`src/common/ext_port_pkg.sv`:
```
// Package: constants and types of the external asynchronous memory port
package ext_port_pkg;
   // ==========================================
   // Widths
   localparam int ADDR_W = 24;
   localparam int DATA_W = 32;
   localparam int BANK_W = 2;
   localparam int NBANKS = 4;
   // ==========================================
   // Reset values
   localparam logic [ADDR_W-1:0] ADDR_RST = 24'h000000;
   localparam logic [3:0]        SEL_RST  = 4'hF;
   // ==========================================
   // Bank decode: bank field sits in the top address bits
   localparam int BANK_LSB = 22;
   // ==========================================
   // Data pin use
   typedef enum logic [1:0] {
      PIN_EXTERNAL_MEMORY_MODE      = 2'b00,
      PIN_PARALLEL_ACQUISITION_PORT = 2'b01,
      PIN_FLAG  = 2'b10,
      PIN_PWM   = 2'b11
   } data_use_t;
   // Flag pin 2/3 use
   typedef enum logic [1:0] {
      FLG_FLAG  = 2'b00,
      FLG_ALT   = 2'b01,
      FLG_BANK  = 2'b10
   } flag_use_t;
   // ==========================================
   // Access sequencer states
   typedef enum logic [1:0] {
      ST_IDLE   = 2'b00,
      ST_SETUP  = 2'b01,
      ST_STROBE = 2'b10,
      ST_DONE   = 2'b11
   } acc_state_t;
   // ==========================================
   // Timing: least strobe width in ns, cycles derived at 100 ns period
   localparam int CLK_PERIOD_NS = 100;
   localparam int STROBE_MIN_NS = 200;
   localparam int STROBE_CYC    =
      (STROBE_MIN_NS + CLK_PERIOD_NS - 1) / CLK_PERIOD_NS;
endpackage : ext_port_pkg

```
`src/logic/ext_mem_port.sv`:
```
// External asynchronous memory port: address, selects, strobes, data mux
// ==========================================
`timescale 1ns/100ps
module ext_mem_port
   import ext_port_pkg::*;
#(
   parameter int STROBE_CYCLES = ext_port_pkg::STROBE_CYC
) (
   // Clock and reset
   input  wire logic                            CLK_SYS,
   input  wire logic                            RST,
   // Core request
   input  wire logic                            REQ_VALID,
   input  wire logic                            REQ_WRITE,
   input  wire logic                            REQ_COND_TRUE,
   input  wire logic [ext_port_pkg::ADDR_W-1:0] REQ_ADDR,
   input  wire logic [ext_port_pkg::DATA_W-1:0] REQ_WDATA,
   output logic                                 REQ_READY,
   output logic                                 RSP_VALID,
   output logic [ext_port_pkg::DATA_W-1:0]      RSP_RDATA,
   // Configuration
   input  wire ext_port_pkg::data_use_t         DATA_USE,
   input  wire logic                            ACQ_ENABLE,
   input  wire ext_port_pkg::flag_use_t         FLAG2_USE,
   input  wire ext_port_pkg::flag_use_t         FLAG3_USE,
   input  wire logic                            EXTERNAL_PORT_BOOT,
   // Memory pins
   output logic [ext_port_pkg::ADDR_W-1:0]      ADDR,
   output logic [1:0]                           BANK_SELECT_N,
   output logic                                 RD_N,
   output logic                                 WR_N,
   input  wire logic                            ACK,
   input  wire logic [ext_port_pkg::DATA_W-1:0] DATA_I,
   output logic [ext_port_pkg::DATA_W-1:0]      DATA_O,
   output logic                                 DATA_OE,
   // Acquisition channel zero
   output logic                                 ACQ_VALID,
   output logic [ext_port_pkg::DATA_W-1:0]      ACQ_DATA,
   // Flag pins 0-3
   input  wire logic [3:0]                      FLAG_I,
   input  wire logic [3:0]                      FLAG_DO,
   input  wire logic [3:0]                      FLAG_DIR_OUT,
   input  wire logic                            TIMER_EXPIRY_IN,
   output logic [3:0]                           FLAG_O,
   output logic [3:0]                           FLAG_OE,
   output logic [3:0]                           FLAG_PULLUP,
   output logic [3:0]                           FLAG_IN_Q,
   output logic                                 IRQ2_REQ
);
   import ext_port_pkg::*;

   // Strobe counter is eight bits wide
   if (STROBE_CYCLES < 1 || STROBE_CYCLES > 255) begin : g_bad_strobe
      $error("ext_mem_port: STROBE_CYCLES must be 1..255");
   end

   // ==========================================
   // State
   acc_state_t              state_q, state_d;
   logic [7:0]              cnt_q, cnt_d;
   logic [ADDR_W-1:0]       addr_q;
   logic [DATA_W-1:0]       wdata_q;
   logic                    write_q;
   logic [3:0]              sel_q;
   logic [3:0]              sel_d;

   // ==========================================
   // Decode
   wire external_memory_mode = (DATA_USE == PIN_EXTERNAL_MEMORY_MODE);
   // Taken only on the advertised ready, never on the edge after reset
   wire take      = REQ_VALID && REQ_READY && (state_q == ST_IDLE) &&
                    external_memory_mode;
   wire in_access = (state_q != ST_IDLE);
   // Selects follow the strobe, so none is left low once ready returns
   wire sel_active = (state_d == ST_STROBE);
   wire strobe    = (state_q == ST_STROBE);
   wire [1:0] bank_now = addr_q[BANK_LSB +: BANK_W];
   // Banks 2/3 only exist when the flag pin is given to bank select
   wire [3:0] bank_en = {FLAG3_USE == FLG_BANK, FLAG2_USE == FLG_BANK,
                         2'b11};
   wire wait_done = (cnt_q >= STROBE_CYCLES[7:0]);
   // Selects decoded from the held address, so they move with ADDR
   // Condition outcome is deliberately ignored here
   bank_decode #(.NB(NBANKS)) u_dec (
      .bank    (bank_now),
      .active  (sel_active),
      .bank_en (bank_en),
      .sel_n   (sel_d)
   );

   // ==========================================
   // Sequencer
   always_comb begin
      state_d = state_q;
      cnt_d   = cnt_q;
      case (state_q)
         ST_IDLE: begin
            cnt_d = 8'h00;
            if (take) state_d = ST_SETUP;
         end
         ST_SETUP: begin
            state_d = ST_STROBE;
            cnt_d   = 8'h01;
         end
         ST_STROBE: begin
            if (!wait_done) cnt_d = cnt_q + 8'h01;
            // Never finish while the acknowledge is held low
            if (wait_done && ACK) state_d = ST_DONE;
         end
         ST_DONE:  state_d = ST_IDLE;
         default:  state_d = ST_IDLE;
      endcase
   end

   always_ff @(posedge CLK_SYS) begin
      if (RST) begin
         state_q <= ST_IDLE;
         cnt_q   <= 8'h00;
      end else begin
         state_q <= state_d;
         cnt_q   <= cnt_d;
      end
   end

   // Request latched once, held for the whole access
   always_ff @(posedge CLK_SYS) begin
      if (RST) begin
         addr_q  <= ADDR_RST;
         wdata_q <= 32'h00000000;
         write_q <= 1'b0;
      end else if (take) begin
         addr_q  <= REQ_ADDR;
         wdata_q <= REQ_WDATA;
         write_q <= REQ_WRITE;
      end
   end

   // ==========================================
   // Pin registers
   always_ff @(posedge CLK_SYS) begin
      if (RST) begin
         ADDR          <= ADDR_RST;
         BANK_SELECT_N <= 2'b11;
         sel_q         <= SEL_RST;
         RD_N          <= 1'b1;
         WR_N          <= 1'b1;
         DATA_O        <= 32'h00000000;
         DATA_OE       <= 1'b0;
         REQ_READY     <= 1'b0;
         RSP_VALID     <= 1'b0;
         RSP_RDATA     <= 32'h00000000;
      end else begin
         ADDR          <= addr_q;
         sel_q         <= sel_d;
         // Select 1 also reaches the boot flash in external boot mode
         BANK_SELECT_N <= sel_d[1:0];
         RD_N          <= ~(state_d == ST_STROBE && !write_q);
         WR_N          <= ~(state_d == ST_STROBE && write_q);
         DATA_O        <= wdata_q;
         DATA_OE       <= in_access && write_q && external_memory_mode;
         REQ_READY     <= (state_d == ST_IDLE) && external_memory_mode;
         RSP_VALID     <= (state_q == ST_STROBE) && (state_d == ST_DONE);
         if (strobe && !write_q && state_d == ST_DONE)
            RSP_RDATA  <= DATA_I;
      end
   end

   // ==========================================
   // Acquisition channel zero
   always_ff @(posedge CLK_SYS) begin
      if (RST) begin
         ACQ_VALID <= 1'b0;
         ACQ_DATA  <= 32'h00000000;
      end else begin
         ACQ_VALID <= (DATA_USE == PIN_PARALLEL_ACQUISITION_PORT) &&
                      ACQ_ENABLE;
         ACQ_DATA  <= DATA_I;
      end
   end

   // ==========================================
   // Flag pins; reset leaves all four as plain flag inputs
   wire [3:0] fl_o = {
      (FLAG3_USE == FLG_BANK) ? sel_d[3] :
      (FLAG3_USE == FLG_ALT)  ? TIMER_EXPIRY_IN : FLAG_DO[3],
      (FLAG2_USE == FLG_BANK) ? sel_d[2] : FLAG_DO[2],
      FLAG_DO[1:0]};
   wire [3:0] fl_oe = {
      (FLAG3_USE == FLG_BANK) || (FLAG3_USE == FLG_ALT) ||
         (FLAG3_USE == FLG_FLAG && FLAG_DIR_OUT[3]),
      (FLAG2_USE == FLG_BANK) ||
         (FLAG2_USE == FLG_FLAG && FLAG_DIR_OUT[2]),
      FLAG_DIR_OUT[1:0]};

   always_ff @(posedge CLK_SYS) begin
      if (RST) begin
         FLAG_O      <= 4'h0;
         FLAG_OE     <= 4'h0;
         FLAG_PULLUP <= 4'h0;
         FLAG_IN_Q   <= 4'h0;
         IRQ2_REQ    <= 1'b0;
      end else begin
         FLAG_O      <= fl_o;
         FLAG_OE     <= fl_oe;
         FLAG_PULLUP <= {FLAG3_USE == FLG_BANK, FLAG2_USE == FLG_BANK,
                         2'b00};
         FLAG_IN_Q   <= FLAG_I;
         IRQ2_REQ    <= (FLAG2_USE == FLG_ALT) && !FLAG_I[2];
      end
   end

   // Condition flag and boot strap are informational only
   wire unused_ok = REQ_COND_TRUE ^ EXTERNAL_PORT_BOOT ^ (|sel_q);
endmodule : ext_mem_port

```
`src/logic/bank_decode.sv`:
```
// Bank select decoder, one active-low select per bank
`timescale 1ns/100ps
module bank_decode #(
   parameter int NB = 4
) (
   // Decode inputs
   input  wire logic [1:0]    bank,
   input  wire logic          active,
   input  wire logic [NB-1:0] bank_en,
   // Selects
   output logic [NB-1:0]      sel_n
);
   if (NB < 1 || NB > 4) begin : g_bad_nb
      $error("bank_decode: NB must be 1..4");
   end
   genvar i;
   generate
      for (i = 0; i < NB; i++) begin : g_sel
         assign sel_n[i] = ~(active && bank_en[i] && (bank == 2'(i)));
      end
   endgenerate
endmodule : bank_decode

```
`config.mk`:
```
export PLATFORM = sky130hd
export DESIGN_NAME = ext_mem_port
export DESIGN_NICKNAME = d
export VERILOG_FILES = /design/src/common/ext_port_pkg.sv /design/src/logic/ext_mem_port.sv /design/src/logic/bank_decode.sv
export SDC_FILE = /design/constraint.sdc
export NUM_CORES = 1
export LEC_CHECK = 0
export BUFFER_PORTS_ARGS = -buffer_cell sky130_fd_sc_hd__buf_2
export CAP_MARGIN = 25
export CORE_AREA = 2 2 143 145
export CTS_CLUSTER_SIZE = 14
export DETAILED_ROUTE_END_ITERATION = 8
export DIE_AREA = 0 0 145 147
export MAX_ROUTING_LAYER = met4
export PLACE_DENSITY = 0.56
export RECOVER_POWER = 25
export SLEW_MARGIN = 20
export SYNTH_ARGS = -nofsm -noshare
export SYNTH_HDL_FRONTEND = slang
export SYNTH_SLANG_ARGS = --single-unit
```
`constraint.sdc`:
```
create_clock -name CLK_SYS -period 3.67 [get_ports CLK_SYS]
set_input_delay 0.1835 -clock CLK_SYS [delete_from_list [all_inputs] [get_ports CLK_SYS]]
set_output_delay 0.1835 -clock CLK_SYS [all_outputs]
set_load 0.03 [all_outputs]
```
# Yosys cells after proc, flatten, opt, wreduce, memory -nomap -nowiden
# Cells that the tools add are included.
classes:
  n_addsub: 1
  n_mul: 0
  div_mod_pow: 0
  order_cmp: 1
  eq_ne: 14
  shift: 0
  muxes: 8
  bitwise: 6
  n_reduce_logical: 36
ops:
  columns: ["operator", "n"]
  rows:
  - ["8-bit one-hot mux with 3 select lines", 1]
  - ["1-bit logical AND", 22]
  - ["2-bit equality test, second input constant", 8]
  - ["2-bit zero test", 6]
  - ["2-bit by 1-bit equality test with 1-bit output, second input constant", 5]
  - ["8-bit by 1-bit adder with 8-bit output, second input constant", 1]
  - ["8-bit by 2-bit greater-or-equal comparator with 1-bit output, second input constant", 1]
  - ["8-bit two-way mux", 1]
  - ["2-bit one-hot mux with 4 select lines", 1]
  - ["1-bit inverter", 6]
  - ["2-bit two-way mux", 2]
  - ["1-bit logical OR", 3]
  - ["1-bit two-way mux", 3]
  - ["3-bit nonzero test", 1]
  - ["1-bit zero test", 2]
  - ["2-bit inequality test, second input constant", 1]
  - ["2-bit AND reduction", 1]
  - ["2-bit nonzero test", 1]
totals:
  ff_bits: 212
  latchBits: 0
  ram_bits: 0
  romBits: 0
  in_bits: 115
  output_inout_bits: 145
  word_cells: 88
  memories: 0

# Longest topological paths before layout
# Gate-level depths: netlist (run 1).
logic_depth:
  depth_word: 10
  mapped_depth: 8
  ltp_nobuf: 6

# Hierarchy
# From an unflattened synthesis (run 1), not the netlist that was laid out.
hier_totals:
  cells_unflattened: 672
  area_unflattened_um2: 6814.0
by_module_without_submodules:
  columns: ["module", "n_inst", "cells_per_inst", "area_per_inst_um2", "seq_area_each_um2"]
  rows:
  - ["ext_mem_port", 1, 668, 6779.0, 4204.0]
  - ["bank_decode", 1, 4, 35.0, 0.0]

# Worst setup path before layout (run 1)
# Ideal clock, no wire load.
synth_path:
  path_kind: "register to register"
  from: "reg state_q[0]"
  to: "reg RSP_RDATA[0] (netlist bit)"
  setup_time_ps: 123
  t_arrival_ps: 1847
  required_time_ps: 3547
  setup_slack_ps: 1699
  path_stages_with_launch: 8
  n_path_buf: 2
  synth_period_minus_slack_ps: 1971
  cell_sequence: "dfxtp_1 inv_1 ha_1 and4_1 clkbuf_1 o31ai_4 buf_4 mux2_1"
synth_via:
  elab_chain_cells: 7
  elab_cells_between_ends: 12
  classes_between: "eq/ne (4); mux (3); reduce/logical (5)"
synth_rtl:
  columns: ["item", "line_no", "rtl"]
  rows:
  - ["start: declaration", "ext_mem_port.sv:59", "acc_state_t state_q, state_d;"]
  - ["start signal: assignment", "ext_mem_port.sv:120", "state_q <= state_d;"]
  - ["2-bit zero test", "ext_mem_port.sv:71, ext_mem_port.sv:96", null]
  - ["1-bit logical AND (2 in series)", "ext_mem_port.sv:71", "wire take = REQ_VALID && REQ_READY && (state_q == ST_IDLE) &&"]
  - ["2-bit two-way mux", "ext_mem_port.sv:99", "if (take) state_d = ST_SETUP;"]
  - ["2-bit one-hot mux with 4 select lines", "ext_mem_port.sv:96", "case (state_q)"]
  - ["2-bit equality test", "ext_mem_port.sv:163", "if (strobe && !write_q && state_d == ST_DONE)"]
  - ["1-bit logical AND (*)", "ext_mem_port.sv:163", null]
  - ["end signal: assignment", "ext_mem_port.sv:151", "RSP_RDATA <= 32'h00000000;"]
  - ["end signal: assignment", "ext_mem_port.sv:164", "RSP_RDATA <= DATA_I;"]
  - ["end: declaration", "ext_mem_port.sv:20", "output logic [ext_port_pkg::DATA_W-1:0] RSP_RDATA,"]
# Every way passes the cells marked *; elsewhere a longest branch is shown, timed or not.
# A chain may end at the register's enable or synchronous reset.

==> out/qor.log, run 1 <==
INFO  run_status     status=complete, but fails checks
INFO  run_status     violations_in_the_final_reports=capacitance limit, slew limit
INFO  finish         register_area=0.00420mm^2
INFO  sta            hold_violations=0
INFO  routing        num_vias=5545
INFO  finish         layoutNonFillerInstCount=1304
INFO  power_and_ir_drop comb_power_share=0.069
INFO  power_and_ir_drop power.switching=1.06mW
INFO  floorplan      rows=52
INFO  routing        drt-total-wl=16.8mm
INFO  floorplan      die_height=147um
INFO  job            timing.max_cap.violations=1
INFO  synth          post_synth.cell_area_avg=10.2um^2
INFO  finish         leading_cell_type_in_the_layout_fill_and_taps_excluded=sky130_fd_sc_hd__buf_2
INFO  floorplan      design.portCount=260
INFO  clock_tree     max-clock-path-buffers=3
INFO  finish         design.final.nets=1140
INFO  sta            period_needed=2550ps
INFO  sta            relSlewSlack=-0.770
INFO  sta            timing.final.max_slew_violations=130
INFO  synth          ys_seq_elements=210
INFO  sta            grt_setup_unrepaired=no
INFO  worst_setup_path critPathKind=in -> reg
INFO  clock_tree     post_cts_resize_count=0
INFO  synth          ys.warnings.count=0
INFO  grt            first_pass_grt_wire_length=27.1mm
INFO  routing        drc=0
INFO  worst_setup_path timing.critical_path.arrival=2950ps
INFO  clock_tree     worstSkewPairLatency=500ps
INFO  worst_setup_path worst_setup_path_start_kind=input pin
INFO  sta            final.setup.worst_slack=1120ps
INFO  sta            report.final.setup_viol=0
INFO  routing        detailedRoute.firstIterationViolations=185
INFO  power_and_ir_drop power-per-cell-area=479mW/mm^2
INFO  synth          netlist-cell-type-count=37
INFO  placement      placement.setup.worst_slack=1430ps
INFO  power_and_ir_drop cell_internal_pwr=3.75mW
INFO  synth          synth_seq_area_share=0.617
INFO  clock_tree     htree_num_levels=1
INFO  worst_setup_path reg2reg_slack=1440ps
INFO  power_and_ir_drop switching_share=0.221
INFO  hold_path      min-delay-path-class=in -> reg
INFO  finish         fill_cells=1866
INFO  sta            finalClockSkew=6.73ps
INFO  power_and_ir_drop p_leak=4.55nW
INFO  power_and_ir_drop clockPowerShare=0.448
INFO  clock_tree     number_of_sinks_driven_by_the_clock_tree=210
INFO  finish         post_route_cells_drive_above_1_share=0.288
INFO  synth          syn_inst=667
INFO  routing        detail_route.first_pass.iterations=4
INFO  grt            grt_overflow=0
INFO  floorplan      chipWidth=145um
INFO  grt            grt_start_max_net_pins=131
INFO  grt            grt_use_total=0.158
INFO  routing        ant_nets=0
INFO  synth          syn-cell-area=0.00681mm^2
INFO  sta            setup_tns=0ps
INFO  power_and_ir_drop share_seq_of_total_power=0.483
INFO  sta            maxClockFrequency=0.391GHz
INFO  worst_setup_path cp_max_fo=130
INFO  placement      place.port_buffers=255
INFO  placement      gp_congestion=0.772
INFO  clock_tree     cts_tree=built
INFO  sta            timing_worst_slew_pin_value=2660ps
INFO  finish         area.growth.synth_to_final=47.8%
INFO  floorplan      dieArea=0.0213mm^2
INFO  grt            antenna_found_initial=2
INFO  finish         layout.core_utilization=0.507
INFO  grt            grt_pass1_vias=5573
INFO  finish         most_used_cells_in_the_layout_excluding_fill_and_tap_cells=254 x sky130_fd_sc_hd__buf_2, 210 x sky130_fd_sc_hd__dfxtp_1, 131 x sky130_fd_sc_hd__nor2b_1, 122 x sky130_fd_sc_hd__nand2_1, 105 x sky130_fd_sc_hd__dlygate4sd3_1
INFO  clock_tree     worst_setup_hold_path_clk_slew=60ps
INFO  worst_setup_path critical_path_required=4060ps
INFO  worst_setup_path end_kind=flop
INFO  clock_tree     clock_tree.root_cell=sky130_fd_sc_hd__clkbuf_16
INFO  clock_tree     cts.repair_timing.setup_buffer_count=0
INFO  clock_tree     hold_buffers=105
INFO  placement      dp_wirelength=10.3mm
INFO  sta            timing.final.crit_share=0.696
INFO  routing        via_per_inst=4.25
INFO  floorplan      core-area=0.0198mm^2
INFO  floorplan      start_util=0.343
INFO  placement      placedCellCount=1156
INFO  power_and_ir_drop ir_worst_vdd=0.321mV
INFO  routing        routed_wire_length_per_instance=12.8um
INFO  clock_tree     cts_buffer_count=23
INFO  finish         footprint_of_the_multi_input_gates=0.00241mm^2
## area by class of cell
class                      instances  area share
clock inverter                     4     0.00261
antenna                            3    0.000746
timing repair buffer             364       0.235
clock buffer                      36      0.0680
tap                              270      0.0336
multi-input combinational        410       0.239
inverter                           7     0.00261
sequential                       210       0.418
## cell usage after synthesis (all sizes together)
master / number / share of area
and2: 1 / 0.00092
nor4: 4 / 0.0055
a211o: 1 / 0.0013
o31ai: 2 / 0.0042
buf: 8 / 0.0077
nand3: 3 / 0.0022
nand2b: 1 / 0.00092
nor3: 4 / 0.0029
a21oi: 61 / 0.045
or3: 1 / 0.00092
inv: 7 / 0.0039
dfxtp: 210 / 0.62
clkbuf: 33 / 0.018
o311a: 1 / 0.0015
nor3b: 2 / 0.0022
and3: 1 / 0.00092
a31oi: 3 / 0.0028
a311oi: 1 / 0.0013
nor4b: 1 / 0.0013
nor2b: 131 / 0.12
o211a: 1 / 0.0015
a21o: 1 / 0.0011
ha: 9 / 0.017
a211oi: 3 / 0.0033
nand3b: 1 / 0.0011
conb: 1 / 0.00055
o21ai: 1 / 0.00073
nand4b: 1 / 0.0013
nand2: 122 / 0.067
mux2: 32 / 0.053
and4: 1 / 0.0013
nor2: 15 / 0.0083
nand4: 2 / 0.0018
a21bo: 1 / 0.0015
## worst paths after layout
path / from / endpoint / cells after the start
setup / recovery: RST / cnt_q[0] / 4
hold / removal: DATA_USE[0] / DATA_OE / 3
setup reg to reg: cnt_q[0] / RSP_RDATA[0] / 7
hold reg to reg: addr_q[7] / addr_q[7] / 2
## logic make-up (layout without fill, tap and decap cells)
logic type,count (synthesis),count (layout),share of synthesized area
simple gates,291,291,0.219
flops,210,210,0.617
compound gates,76,76,0.0639
buf+inv,48,411,0.0298
mux,32,32,0.0529
fa+ha+maj,9,9,0.0165
other cells,1,5,0.000551
## registers in the layout, summed over array words and instances, names as in the netlist, 2 cells and up
name,cells
ACQ_DATA,32
ADDR,24
BANK_SELECT_N,2
DATA_O,32
FLAG_IN_Q,4
FLAG_O,4
FLAG_OE,4
FLAG_PULLUP,2
RSP_RDATA,32
addr_q,24
cnt_q,8
state_q,2
wdata_q,32
## metal layers
metal / vias up / part of all wire / global-route usage / routed length, um
li1: 2843 / - / - / -
met1: 2509 / 0.43 / 0.184 / 7200
met2: 159 / 0.48 / 0.266 / 8060
met3: 34 / 0.062 / 0.0385 / 1030
met4: 0 / 0.027 / 0.0589 / 454
met5: - / 0 / - / 0
## worst max-delay path, stage by stage
cell,delay (ps)
sky130_fd_sc_hd__clkbuf_2,1850
sky130_fd_sc_hd__nor2b_1,540
sky130_fd_sc_hd__nand4_1,290
sky130_fd_sc_hd__nand2_1,60
## power by group through the flow
| stage | clock network, mW | logic, mW | registers [mW] |
|---|---|---|---|
| floorplan | 0 | 0.0730 | 2.44 |
| global placement | 0 | 0.244 | 2.37 |
| detailed placement | 0 | 0.245 | 2.37 |
| CTS | 2.23 | 0.333 | 2.32 |
| global route | 2.34 | 0.360 | 2.33 |
| finish | 2.16 | 0.334 | 2.33 |
## through the flow
step | hold WS [ps] | cell area, um^2 | power, mW
floorplan | 260 | 6820 | 2.51
CTS | 16.4 | 10100 | 4.89
global placement | 361 | 8300 | 2.62
global route | 29.9 | 10100 | 5.02
detailed placement | 362 | 8300 | 2.62
finish | 42.6 | 10100 | 4.82
Power figures use the tool's default switching activity.
==> inputs of run 2 (changes only) <==
==> constraint.sdc (replaced) <==
create_clock -name CLK_SYS -period 2.64 [get_ports CLK_SYS]
set_input_delay 0.132 -clock CLK_SYS [delete_from_list [all_inputs] [get_ports CLK_SYS]]
set_output_delay 0.132 -clock CLK_SYS [all_outputs]
set_load 0.03 [all_outputs]
==> run 2 against run 1 <==
Against the previous run: the flow still finishes with violations (capacitance limit, slew limit); global-route usage rose by 0.19 points; routed wire length rose by 2.2%; worst setup slack got worse by 590 ps; highest routed layer unchanged; clock skew rose by 3.3 ps; core utilization rose by 0.40 points; first-iteration DRC count rose by 9.7%; non-clock buffer count rose by 4; clock power rose by 45%; flip-flop and latch count did not move; sequential power rose by 39%.
==> out/qor.log, run 2 (synthesis results as in run 1) <==
INFO  routing        detail_route.first_pass.iterations=4
INFO  placement      gp_congestion=0.759
INFO  worst_setup_path cpLargestDelayFamily=buffers and inverters
INFO  clock_tree     worstSkewPairLatency=500ps
INFO  grt            antenna_found_initial=2
INFO  finish         most_used_cells_in_the_layout_excluding_fill_and_tap_cells=254 x sky130_fd_sc_hd__buf_2, 210 x sky130_fd_sc_hd__dfxtp_1, 131 x sky130_fd_sc_hd__nor2b_1, 122 x sky130_fd_sc_hd__nand2_1, 107 x sky130_fd_sc_hd__dlygate4sd3_1
INFO  worst_setup_path path_common_cell=sky130_fd_sc_hd__clkbuf_2
INFO  grt            grt_overflow=0
INFO  floorplan      core-area=0.0198mm^2
INFO  floorplan      rows=52
INFO  hold_path      min-delay-path-class=in -> reg
INFO  grt            first_pass_grt_wire_length=27.4mm
INFO  sta            timing.final.max_slew_violations=80
INFO  routing        num_vias=5557
INFO  sta            setup_tns=0ps
INFO  sta            grt_setup_unrepaired=no
INFO  floorplan      dieArea=0.0213mm^2
INFO  run_status     violations_in_the_final_reports=capacitance limit, slew limit
INFO  sta            final.hold.worst_slack=57.8ps
INFO  run_status     status=complete, but fails checks
INFO  routing        detailedRoute.firstIterationViolations=203
INFO  routing        via_per_inst=4.25
INFO  routing        drt-total-wl=17.1mm
INFO  worst_setup_path worst_setup_path_start_kind=input pin
INFO  worst_setup_path crit_slowest_cell=sky130_fd_sc_hd__clkbuf_2
INFO  power_and_ir_drop share_seq_of_total_power=0.473
INFO  grt            grt_start_max_net_pins=80
INFO  job            timing.max_cap.violations=1
INFO  routing        drc=0
INFO  placement      dp_wirelength=10.5mm
INFO  worst_setup_path critPathKind=in -> reg
INFO  power_and_ir_drop clockPowerShare=0.459
INFO  sta            final.setup.worst_slack=524ps
INFO  sta            relSlewSlack=-0.0368
INFO  power_and_ir_drop power-per-cell-area=674mW/mm^2
INFO  worst_setup_path worstPathBufferInverterCount=2
INFO  clock_tree     number_of_sinks_driven_by_the_clock_tree=210
INFO  placement      placement.setup.worst_slack=564ps
INFO  power_and_ir_drop p_leak=4.60nW
INFO  floorplan      design.portCount=260
INFO  sta            maxClockFrequency=0.473GHz
INFO  sta            timing.final.crit_share=0.802
INFO  finish         area.growth.synth_to_final=48.9%
INFO  finish         layout.core_utilization=0.511
INFO  sta            hold_violations=0
INFO  clock_tree     cts_buffer_count=23
INFO  clock_tree     htree_num_levels=1
INFO  worst_setup_path cp_max_fo=79
INFO  clock_tree     hold_buffers=107
INFO  floorplan      chipWidth=145um
INFO  clock_tree     max-clock-path-buffers=3
INFO  routing        routed_wire_length_per_instance=13.1um
INFO  sta            period_needed=2120ps
INFO  finish         leading_cell_type_in_the_layout_fill_and_taps_excluded=sky130_fd_sc_hd__buf_2
INFO  power_and_ir_drop ir_worst_vdd=0.437mV
INFO  routing        ant_nets=0
INFO  clock_tree     cts.repair_timing.setup_buffer_count=0
INFO  finish         fill_cells=1758
INFO  floorplan      die_height=147um
INFO  worst_setup_path slowest_delay=1110ps
INFO  worst_setup_path timing.critical_path.arrival=2460ps
INFO  clock_tree     cts_tree=built
INFO  power_and_ir_drop switching_share=0.220
INFO  sta            finalClockSkew=10.1ps
INFO  clock_tree     worst_setup_hold_path_clk_slew=60ps
INFO  grt            grt_pass1_vias=5503
INFO  clock_tree     clock_tree.root_cell=sky130_fd_sc_hd__clkbuf_16
INFO  finish         design.final.nets=1144
INFO  power_and_ir_drop cell_internal_pwr=5.33mW
INFO  clock_tree     post_cts_resize_count=0
INFO  worst_setup_path critical_path_required=2980ps
INFO  sta            report.final.setup_viol=0
INFO  power_and_ir_drop comb_power_share=0.068
INFO  worst_setup_path worstPathCellList=clkbuf_2 > clkbuf_2 > nor2b_1
INFO  finish         post_route_cells_drive_above_1_share=0.290
INFO  power_and_ir_drop power.switching=1.51mW
INFO  floorplan      start_util=0.343
INFO  grt            grt_use_total=0.160
INFO  worst_setup_path end_kind=flop
INFO  placement      place.port_buffers=255
INFO  sta            timing_worst_slew_pin_value=1560ps
run 2: worst paths after layout:
| check | start | to | slack, ps | cells past startpoint |
|---|---|---|---|---|
| hold / removal | FLAG3_USE[1] | FLAG_PULLUP[3] | 60 | 3 |
| setup reg to reg | cnt_q[0] | RSP_RDATA[25] | 550 | 7 |
| hold reg to reg | addr_q[19] | addr_q[19] | 450 | 2 |
| setup / recovery | RST | ADDR[5] | 520 | 3 |
run 2: cell type report:
type	count	area, um^2	area share
Sequential cell	210	4200	0.414
Timing Repair Buffer	368	2410	0.238
Multi-Input combinational cell	410	2410	0.238
Clock buffer	36	684	0.0675
Tap cell	270	338	0.0333
Clock inverter	6	65.1	0.00641
Inverter	7	26.3	0.00259
Antenna cell	2	5.00	0.000493
run 2: layer usage:
layer | wire [um] | track usage | up-vias | part of all wire
met2 | 8080 | 0.264 | 175 | 0.47
met3 | 932 | 0.0345 | 38 | 0.054
met4 | 601 | 0.0658 | 0 | 0.035
met5 | 0 | - | - | 0
li1 | - | - | 2849 | -
met1 | 7510 | 0.191 | 2495 | 0.44
run 2: per-stage QoR:
stage	std cells	cell area, um^2	power (mW)
after detailed placement	1158	8330	3.64
after global routing	1309	10100	7.11
after global placement	1158	8330	3.64
after floorplan	668	6820	3.49
final	1309	10100	6.83
after CTS	1307	10200	6.94
run 2: power by group through the flow:
stage	clock network, mW	registers, mW	logic [mW]
after global placement	0	3.30	0.341
after detailed placement	0	3.30	0.339
final	3.14	3.23	0.465
after floorplan	0	3.39	0.102
after CTS	3.24	3.23	0.465
after global routing	3.38	3.24	0.498
run 2: worst reg2reg max path: stages (launching register included):
cell and delay, ps:
sky130_fd_sc_hd__dfxtp_1 360, sky130_fd_sc_hd__inv_1 80, sky130_fd_sc_hd__ha_1 210, sky130_fd_sc_hd__nor4_2 240, sky130_fd_sc_hd__a21oi_1 180, sky130_fd_sc_hd__o31ai_4 280, sky130_fd_sc_hd__buf_12 250, sky130_fd_sc_hd__mux2_1 370
